File: config.mk
export PLATFORM = sky130hd
export DESIGN_NAME = skip_exec
export DESIGN_NICKNAME = d
export VERILOG_FILES = /design/src/common/skip_exec_pkg.sv /design/src/design/skip_exec.sv
export SDC_FILE = /design/constraint.sdc
export NUM_CORES = 1
export LEC_CHECK = 0
export BUFFER_PORTS_ARGS = -buffer_cell sky130_fd_sc_hd__buf_4
export CORE_MARGIN = 5
export CORE_UTILIZATION = 48
export DETAILED_ROUTE_END_ITERATION = 10
export PLACE_DENSITY = 0.81
export SLEW_MARGIN = 20
export SYNTH_ARGS = -nofsm -noshare
export SYNTH_HDL_FRONTEND = slang
export SYNTH_SLANG_ARGS = --single-unit
File: constraint.sdc
create_clock -name ref_clk -period 1.25 [get_ports ref_clk]
set_input_delay 0.1875 -clock ref_clk [delete_from_list [all_inputs] [get_ports ref_clk]]
set_output_delay 0.1875 -clock ref_clk [all_outputs]
set_load 0.02 [all_outputs]
File: src/common/skip_exec_pkg.sv
// Package of constants for the increment-skip and bit-test-skip executor
`default_nettype none
package skip_exec_pkg;
    localparam int DATA_W = 8;
    localparam int ADDR_W = 8;
    localparam int BIT_SEL_W = 3;
    localparam logic [DATA_W-1:0] ONE = 8'h01;
    localparam logic [DATA_W-1:0] ZERO = 8'h00;
    localparam logic [DATA_W-1:0] ACC_RESET = 8'h00;
    // Cycles taken by an instruction that skips
    localparam int SKIP_CYCLES = 3;
    // Cycles taken by an instruction that does not skip
    localparam int PLAIN_CYCLES = 1;

    typedef enum logic [1:0] {
        OP_NONE = 2'h0,
        OP_INC_MEM = 2'h1,
        OP_INC_ACC = 2'h2,
        OP_BIT_TEST = 2'h3
    } op_t;

    typedef enum logic [1:0] {
        ST_IDLE = 2'h0,
        ST_EXEC = 2'h1,
        ST_FETCH = 2'h2,
        ST_DUMMY = 2'h3
    } state_t;
endpackage
`default_nettype wire

File: src/design/skip_exec.sv
// Executor for increment-and-skip and bit-test-skip instructions
`default_nettype none

// Functional notes
// - Memory increment writes back, skips on zero
// - Skipping inserts dummy cycle, three cycles total
// - Accumulator increment leaves memory byte unchanged
// - Accumulator increment skips when result zero
// - Bit test skips when selected bit set
module skip_exec (
    input wire logic ref_clk,
    input wire logic rstn,
    input wire logic start,
    input wire skip_exec_pkg::op_t op,
    input wire logic [skip_exec_pkg::ADDR_W-1:0] addr,
    input wire logic [skip_exec_pkg::BIT_SEL_W-1:0] bit_sel,
    input wire logic [skip_exec_pkg::DATA_W-1:0] mem_rdata,
    output logic busy,
    output logic done,
    output logic skip,
    output logic dummy_cycle,
    output logic mem_we,
    output logic [skip_exec_pkg::ADDR_W-1:0] mem_addr,
    output logic [skip_exec_pkg::DATA_W-1:0] mem_wdata,
    output logic acc_we,
    output logic [skip_exec_pkg::DATA_W-1:0] acc
);
    // ----------------------------------------
    // Reset release
    // ----------------------------------------
    logic rst_meta_q;
    logic rst_sync_q;
    always_ff @(posedge ref_clk or negedge rstn) begin
        if (!rstn) begin
            rst_meta_q <= 1'b0;
            rst_sync_q <= 1'b0;
        end else begin
            rst_meta_q <= 1'b1;
            rst_sync_q <= rst_meta_q;
        end
    end

    // ----------------------------------------
    // Decode and result
    // ----------------------------------------
    wire logic op_inc_mem = (op == skip_exec_pkg::OP_INC_MEM);
    wire logic op_inc_acc = (op == skip_exec_pkg::OP_INC_ACC);
    wire logic op_bit_test = (op == skip_exec_pkg::OP_BIT_TEST);
    wire logic valid_op = start && (op != skip_exec_pkg::OP_NONE);
    wire logic [skip_exec_pkg::DATA_W-1:0] inc_sum = mem_rdata + skip_exec_pkg::ONE;
    wire logic sum_zero = (inc_sum == skip_exec_pkg::ZERO);
    wire logic bit_set = mem_rdata[bit_sel];
    wire logic skip_cond = op_bit_test ? bit_set : sum_zero;

    // ----------------------------------------
    // Instruction sequencing
    // ----------------------------------------
    skip_exec_pkg::state_t state_q;
    skip_exec_pkg::state_t state_d;
    logic [skip_exec_pkg::ADDR_W-1:0] addr_q;
    logic [skip_exec_pkg::DATA_W-1:0] wdata_q;
    logic mem_we_q;
    logic acc_we_q;
    logic skip_q;
    logic done_q;
    logic [skip_exec_pkg::DATA_W-1:0] acc_q;

    wire logic take = (state_q == skip_exec_pkg::ST_IDLE) && valid_op;

    always_comb begin
        state_d = state_q;
        case (state_q)
            skip_exec_pkg::ST_IDLE: begin
                if (valid_op) begin
                    state_d = skip_cond ? skip_exec_pkg::ST_FETCH : skip_exec_pkg::ST_IDLE;
                end
            end
            skip_exec_pkg::ST_FETCH: state_d = skip_exec_pkg::ST_DUMMY;
            skip_exec_pkg::ST_DUMMY: state_d = skip_exec_pkg::ST_IDLE;
            default: state_d = skip_exec_pkg::ST_IDLE;
        endcase
    end

    always_ff @(posedge ref_clk or negedge rst_sync_q) begin
        if (!rst_sync_q) begin
            state_q <= skip_exec_pkg::ST_IDLE;
            addr_q <= '0;
            wdata_q <= skip_exec_pkg::ZERO;
            mem_we_q <= 1'b0;
            acc_we_q <= 1'b0;
            skip_q <= 1'b0;
            done_q <= 1'b0;
            acc_q <= skip_exec_pkg::ACC_RESET;
        end else begin
            state_q <= state_d;
            mem_we_q <= take && op_inc_mem;
            acc_we_q <= take && op_inc_acc;
            done_q <= (take && !skip_cond) || (state_q == skip_exec_pkg::ST_DUMMY);
            if (take) begin
                addr_q <= addr;
                wdata_q <= inc_sum;
                skip_q <= skip_cond;
            end
            if (take && op_inc_acc) begin
                acc_q <= inc_sum;
            end
        end
    end

    // ----------------------------------------
    // Outputs
    // ----------------------------------------
    assign busy = (state_q != skip_exec_pkg::ST_IDLE);
    assign done = done_q;
    assign skip = skip_q;
    assign dummy_cycle = (state_q == skip_exec_pkg::ST_DUMMY);
    assign mem_we = mem_we_q;
    assign mem_addr = addr_q;
    assign mem_wdata = wdata_q;
    assign acc_we = acc_we_q;
    assign acc = acc_q;

    // ----------------------------------------
    // Instruction cycle count for the checks
    // ----------------------------------------
    localparam logic [1:0] CYC_PLAIN = 2'(skip_exec_pkg::PLAIN_CYCLES);
    localparam logic [1:0] CYC_SKIP = 2'(skip_exec_pkg::SKIP_CYCLES);
    logic [1:0] instr_cyc_q;
    always_ff @(posedge ref_clk or negedge rst_sync_q) begin
        if (!rst_sync_q) begin
            instr_cyc_q <= '0;
        end else if (take) begin
            instr_cyc_q <= CYC_PLAIN;
        end else if (busy) begin
            instr_cyc_q <= instr_cyc_q + 2'h1;
        end
    end

    // ----------------------------------------
    // Checks: data path
    // ----------------------------------------
    a_mem_write_sum: assert property (@(posedge ref_clk) disable iff (!rst_sync_q)
        take && op_inc_mem
        |=> mem_we && mem_wdata == $past(mem_rdata) + skip_exec_pkg::ONE)
        else $error("memory increment not written back");

    a_addr_captured: assert property (@(posedge ref_clk) disable iff (!rst_sync_q)
        take
        |=> mem_addr == $past(addr))
        else $error("operand address not captured");

    a_mem_skip_zero: assert property (@(posedge ref_clk) disable iff (!rst_sync_q)
        take && op_inc_mem
        |=> skip == (mem_wdata == skip_exec_pkg::ZERO))
        else $error("memory increment skip mismatch");

    a_acc_no_mem: assert property (@(posedge ref_clk) disable iff (!rst_sync_q)
        take && op_inc_acc
        |=> !mem_we && acc_we && acc == $past(mem_rdata) + skip_exec_pkg::ONE)
        else $error("accumulator increment wrong");

    a_acc_kept: assert property (@(posedge ref_clk) disable iff (!rst_sync_q)
        !(take && op_inc_acc)
        |=> $stable(acc))
        else $error("accumulator changed without increment");

    a_we_exclusive: assert property (@(posedge ref_clk) disable iff (!rst_sync_q)
        1'b1
        |-> !(mem_we && acc_we))
        else $error("memory and accumulator written together");

    a_acc_skip_zero: assert property (@(posedge ref_clk) disable iff (!rst_sync_q)
        take && op_inc_acc
        |=> skip == (acc == skip_exec_pkg::ZERO))
        else $error("accumulator skip mismatch");

    a_bit_skip: assert property (@(posedge ref_clk) disable iff (!rst_sync_q)
        take && op_bit_test
        |=> skip == $past(mem_rdata[bit_sel]) && !mem_we)
        else $error("bit test skip mismatch");

    a_bit_no_write: assert property (@(posedge ref_clk) disable iff (!rst_sync_q)
        take && op_bit_test
        |=> !acc_we && $stable(acc))
        else $error("bit test touched the accumulator");

    // ----------------------------------------
    // Checks: instruction timing
    // ----------------------------------------
    a_skip_three_cycles: assert property (@(posedge ref_clk) disable iff (!rst_sync_q)
        take && skip_cond
        |=> busy ##1 dummy_cycle ##1 !busy && done)
        else $error("skip did not take three cycles");

    a_dummy_single: assert property (@(posedge ref_clk) disable iff (!rst_sync_q)
        dummy_cycle
        |=> !dummy_cycle)
        else $error("dummy cycle longer than one cycle");

    a_dummy_after_fetch: assert property (@(posedge ref_clk) disable iff (!rst_sync_q)
        dummy_cycle
        |-> $past(busy) && !$past(dummy_cycle))
        else $error("dummy cycle without fetch cycle");

    a_busy_refused: assert property (@(posedge ref_clk) disable iff (!rst_sync_q)
        busy
        |=> !mem_we && !acc_we)
        else $error("start accepted while busy");

    a_skip_cycle_count: assert property (@(posedge ref_clk) disable iff (!rst_sync_q)
        done && skip
        |-> instr_cyc_q == CYC_SKIP)
        else $error("skipping instruction cycle count wrong");

    a_no_skip_single: assert property (@(posedge ref_clk) disable iff (!rst_sync_q)
        take && !skip_cond
        |=> done && !busy && !dummy_cycle)
        else $error("non-skip not single cycle");

    a_plain_cycle_count: assert property (@(posedge ref_clk) disable iff (!rst_sync_q)
        done && !skip
        |-> instr_cyc_q == CYC_PLAIN)
        else $error("non-skip instruction cycle count wrong");
endmodule // skip_exec
`default_nettype wire

==> results.json, run 1 <==
{
  "crit_arrival_ps": 1950,
  "clock_latency_ps": 340,
  "finalSetupViolations": 30,
  "startpoint_type": "flip-flop",
  "cellLeakagePower_uw": 0.00116,
  "hold_class": "input port to flip-flop",
  "timing.rr.start": "state_q[1]$_DFFE_PN0P_",
  "grt_pass1_wl_um": 6400,
  "vias": 1320,
  "cts_sinks": 32,
  "crit_path_end_kind": "flip-flop",
  "rows": 20,
  "portBuffers": 53,
  "grt_max_degree": 29,
  "status": "finished, violations left",
  "drv_slew": 0,
  "ant_nets": 0,
  "grt_usage_pct": 20.0,
  "grt_antenna_before_repair": 0,
  "synth_flop_cell": "dfrtp_1",
  "worst_ir_drop_vdd_mv": 1.17,
  "dr_wl_met3_um": 226,
  "drt_pass1_iterations": 4,
  "start_util_pct": 49.4,
  "netlist_area_um2": 1500,
  "wl_per_cell_um": 15.4,
  "h-tree-depth": 2,
  "crit_path_max_fanout": 4,
  "finalWeightedCongestion": 0.896,
  "reg2reg_depth": 4,
  "critPathKind": "flip-flop to flip-flop",
  "yosys-top-cells-area": "dfrtp_1, mux2_2, mux2i_1",
  "fin_nets": 235,
  "synth_edf_count": 0,
  "viasPerCell": 5.18,
  "dpl.hpwl_um": 2860,
  "synth-seq-cells": 32,
  "max_freq_mhz": 587,
  "drc_errors": 0,
  "avgSynthCellArea_um2": 12.0,
  "synthArstFlopShare_pct": 100,
  "highest_layer": "met4",
  "dp_slack_ps": -403,
  "fp.dieH_um": 65.8,
  "cts_buffers": 5,
  "period_needed_ps": 1700,
  "grt-ovfl-total": 0,
  "clockBufferDepth": 2,
  "wl_met1_um": 1520,
  "cp-startpoint": "state_q[1]$_DFFE_PN0P_",
  "die_w_um": 65.8,
  "rsz0062_at_grt": "yes",
  "critPathRequiredTime_ps": 1490,
  "wl_met2_um": 2030,
  "cts_tree": "built",
  "synth_cells": 125,
  "finClkSkew_ps": 10.4,
  "maxCapViolations": 0,
  "synth_nets": 150,
  "synth_cell_types": 38,
  "wl_um": 3920,
  "netlist.area_leader.share_pct": 53.6,
  "finalHoldViolations": 0,
  "drive_gt1_share_pct": 55.5,
  "root_buffer": "clkbuf_4",
  "grt_pass1_vias": 1342,
  "ios": 54,
  "dieArea_um2": 4330,
  "coreArea_um2": 3030,
  "timing.final.ws_setup_ps": -454,
  "synth_top_area_cell": "dfrtp_1",
  "ys_warn_count": 0,
  "drt_iter0_drc": 69,
  "violations": "setup timing",
  "setup_tns_ps": -10470,
  "fill_cells": 193,
  "yosysSeqAreaShare_pct": 53.6,
  "p_per_area_nw_per_um2": 2200,
  "crit_path_end": "acc[1]$_DFFE_PN0P_",
  "r2r_slack_ps": -450,
  "post-route-period-util_pct": 136,
  "areaGrowthSynthToFinish_pct": 54.8,
  "diodes": 0,
  "path_clk_slew_ps": 100,
  "r2r_end": "acc[1]$_DFFE_PN0P_"
}
## cells by family after synthesis
group / count (synthesis) / share of synthesized area (%)
mux: 19 / 14.9
simple gates: 37 / 15.2
fa+ha+maj: 1 / 0.837
flops: 32 / 53.6
buf+inv: 14 / 5.36
other cells: 1 / 0.251
compound gates: 17 / 7.53
xor+xnor: 4 / 2.34
## cell usage in the layout (no fill, tap or decap), drive strengths merged, types with 5 or more instances in the layout
| master | instances |
|---|---|
| dfrtp | 32 |
| nand3 | 5 |
| clkbuf | 7 |
| inv | 10 |
| nand2 | 13 |
| mux2 | 10 |
| o21ai | 9 |
| mux2i | 8 |
| buf | 80 |
## flip-flops by register name, summed over array words and instances (netlist names)
signal,flops
rst_meta_q,1
mem_addr,8
acc,8
state_q,2
mem_wdata,8
skip,1
rst_sync_q,1
done,1
mem_we,1
acc_we,1
## report_power, final
part	switching (µW)	internal (µW)
Sequential	263	1480
Clock	366	419
Combinational	1280	1290
## critical path, cell delays in order (launching register included)
cell	delay, ps
dfrtp_1	400
or4b_4	560
nor3b_2	180
buf_4	170
mux2_4	300
## routing by layer
| layer | track usage, % | up-vias |
|---|---|---|
| li1 | - | 610 |
| met1 | 23.2 | 646 |
| met2 | 31.7 | 50 |
| met3 | 6.80 | 14 |
| met4 | 12.4 | 0 |
| met5 | 0 | - |
## synthesized netlist by cell type, types with 2 or more instances
| master | count |
|---|---|
| o21ai_0 | 9 |
| o2111ai_1 | 2 |
| dfrtp_1 | 32 |
| mux2_4 | 2 |
| nand2_1 | 13 |
| and2_1 | 2 |
| buf_6 | 2 |
| inv_1 | 10 |
| xnor2_1 | 3 |
| mux2_2 | 8 |
| nor3b_1 | 2 |
| or2_2 | 2 |
| mux2i_1 | 8 |
| and3_1 | 2 |
| nand3_1 | 5 |
## layout make-up
cell class,count,area (µm²),area share (%)
tap,44,55.1,2.38
inverter,10,37.5,1.62
clock buffer,6,41.3,1.78
clock inverter,2,35.0,1.51
timing repair buffer,82,679,29.4
sequential,32,801,34.6
multi-input combinational,79,666,28.8
## how the worst min path moves through the flow
stage | start | to | slack, ps | cells past startpoint
2_1_floorplan | rstn | rst_meta_q$_DFF_PN0_ | -110 | 0
3_3_place_gp | rstn | rst_sync_q$_DFF_PN0_ | -30 | 1
3_5_place_dp | rstn | rst_meta_q$_DFF_PN0_ | -30 | 1
4_1_cts | addr[6] | mem_addr[6]$_DFFE_PN0P_ | 60 | 2
5_1_grt | addr[3] | mem_addr[3]$_DFFE_PN0P_ | 60 | 2
6_report | addr[2] | mem_addr[2]$_DFFE_PN0P_ | 70 | 2
## timing repair
item	CTS	global route
cloned	0	1
buffers inserted	0	4
setup endpoints to repair	30	31
pin swaps	0	1
hold buffers	1	0
endpoints found under the hold margin	2	0
resized for setup	8	10
## metrics by stage
| stage | instances | area (µm²) | util, % | total power [µW] | hold slack [ps] |
|---|---|---|---|---|---|
| floorplan | 125 | 1520 | - | 3040 | -108 |
| global placement | 241 | 2110 | 69.6 | 3970 | -29.9 |
| detailed placement | 241 | 2110 | 69.6 | 4060 | -29.0 |
| CTS | 250 | 2220 | 73.3 | 4930 | 56.6 |
| global route | 255 | 2310 | 76.4 | 5390 | 56.8 |
| finish | 255 | 2310 | 76.4 | 5100 | 74.6 |
(Power assumes the default switching activity.)
==> run 2: changes to the inputs <==
Settings changed: CORE_ASPECT_RATIO from default to 1.75, PLACE_DENSITY 0.81 to 0.76.
==> run 2 against run 1 <==
Against the previous run:
- the flow still finishes with violations (setup timing)
- wire length shrank 2.0%
- sequential power is essentially flat
- critical path type unchanged
- critical path depth is the same
- maximum frequency grew 1.2%
- largest power group unchanged
==> results.json, run 2 (synthesis gave the netlist of run 1 again) <==
{
  "startpoint_type": "flip-flop",
  "multi_input_area_um2": 657,
  "crit_arrival_ps": 1880,
  "fin_nets": 231,
  "diodes": 0,
  "cellLeakagePower_uw": 0.00114,
  "timing.final.ws_setup_ps": -433,
  "finalSetupViolations": 30,
  "viasPerCell": 5.13,
  "dpl.hpwl_um": 3030,
  "h-tree-depth": 2,
  "portBuffers": 53,
  "wl_um": 3840,
  "root_buffer": "clkbuf_8",
  "critPathRequiredTime_ps": 1440,
  "path_clk_slew_ps": 60,
  "cts_tree": "built",
  "finClkSkew_ps": 3.50,
  "fill_cells": 197,
  "dieArea_um2": 4380,
  "violations": "setup timing",
  "drt_iter0_drc": 19,
  "highest_layer": "met4",
  "drive_gt1_share_pct": 52.4,
  "hold_class": "input port to flip-flop",
  "start_util_pct": 50.5,
  "clockBufferDepth": 2,
  "finalHoldViolations": 0,
  "worst_ir_drop_vdd_mv": 1.77,
  "period_needed_ps": 1680,
  "grt_antenna_before_repair": 0,
  "grt_pass1_wl_um": 6580,
  "cts_buffers": 5,
  "clock_latency_ps": 280,
  "fin_cells": 248,
  "fp.dieH_um": 83.8,
  "final_cell_mix": "buf_4, dfrtp_1, nand2_1",
  "cts_sinks": 32,
  "status": "finished, violations left",
  "dp_slack_ps": -478,
  "wl_met2_um": 2100,
  "setup_tns_ps": -10690,
  "grt_max_degree": 19,
  "crit_path_max_fanout": 6,
  "critPathKind": "flip-flop to flip-flop",
  "drv_slew": 0,
  "drt_pass1_iterations": 4,
  "layout_commonest_cell": "buf_4",
  "post-route-period-util_pct": 135,
  "grt_usage_pct": 20.1,
  "ant_nets": 0,
  "max_freq_mhz": 594,
  "crit_path_end_kind": "flip-flop",
  "wl_met1_um": 1350,
  "p_per_area_nw_per_um2": 2190,
  "r2r_slack_ps": -430,
  "grt_pass1_vias": 1476,
  "ios": 54,
  "coreArea_um2": 2960,
  "wl_per_cell_um": 15.5,
  "rsz0062_at_grt": "yes",
  "dr_wl_met3_um": 297,
  "vias": 1273,
  "drc_errors": 0,
  "post-place-cells": 238,
  "areaGrowthSynthToFinish_pct": 51.0,
  "die_w_um": 52.2,
  "grt-ovfl-total": 0,
  "maxCapViolations": 0,
  "finalWeightedCongestion": 0.930,
  "register_area_um2": 801,
  "rows": 26
}
## run 2: changes by cell type in the layout (fill, tap and decap cells not counted), moves of 2 or more
cell	change
buf_6	-3
clkbuf_4	-5
clkbuf_8	+5
nand2_1	+2
nand2_2	-2
## run 2: cell type report
type,count,share of cell area (%)
Clock buffer,6,3.21
Clock inverter,1,0.222
Inverter,10,1.66
Multi-Input combinational cell,79,29.1
Sequential cell,32,35.5
Tap cell,42,2.33
Timing Repair Buffer,78,28.0
## run 2: stage by stage
step	area (µm²)	hold slack (ps)	power (µW)	util, %
2_1_floorplan	1520	-108	3040	-
3_3_place_gp	2090	-29.9	3970	70.5
3_5_place_dp	2090	-28.0	4070	70.5
4_1_cts	2250	134	5020	76.1
5_1_grt	2260	135	5280	76.3
6_report	2260	141	4950	76.3
## run 2: final timing paths
path	from	endpoint	cells after the start
hold reg to reg	rst_sync_q$_DFF_PN0_	acc[3]$_DFFE_PN0P_	1
setup / recovery	state_q[1]$_DFFE_PN0P_	acc[3]$_DFFE_PN0P_	4
min in group asynchronous	rst_sync_q$_DFF_PN0_	acc[3]$_DFFE_PN0P_	1
hold / removal	addr[6]	mem_addr[6]$_DFFE_PN0P_	2
setup reg to reg	state_q[1]$_DFFE_PN0P_	acc[3]$_DFFE_PN0P_	4
max in group asynchronous	rst_sync_q$_DFF_PN0_	mem_addr[2]$_DFFE_PN0P_	1
## run 2: routing by layer
layer	vias to the layer above	GRT usage, %
li1	597	-
met1	610	22.7
met2	56	32.8
met3	10	7.33
met4	0	9.30
met5	-	0
## run 2: repair_timing
action,4_1_cts,5_1_grt
cloned,1,0
hold buffers,1,0
gates resized for setup,10,1
endpoints found under the setup margin,30,31
hold endpoints to repair,2,0
buffers inserted,2,1
## run 2: worst max-delay path, cell delays in order (launching register included)
cell	delay, ps
dfrtp_1	380
or4b_4	560
nor3b_4	280
buf_6	180
mux2i_1	200
## run 2: where the power goes
part	total (µW)	internal (µW)	leakage, µW	switching, µW
Clock	716	377	0.0000410	338
Combinational	2510	1250	0.000711	1260
Sequential	1730	1490	0.000386	245
Total	4950	3110	0.00114	1840
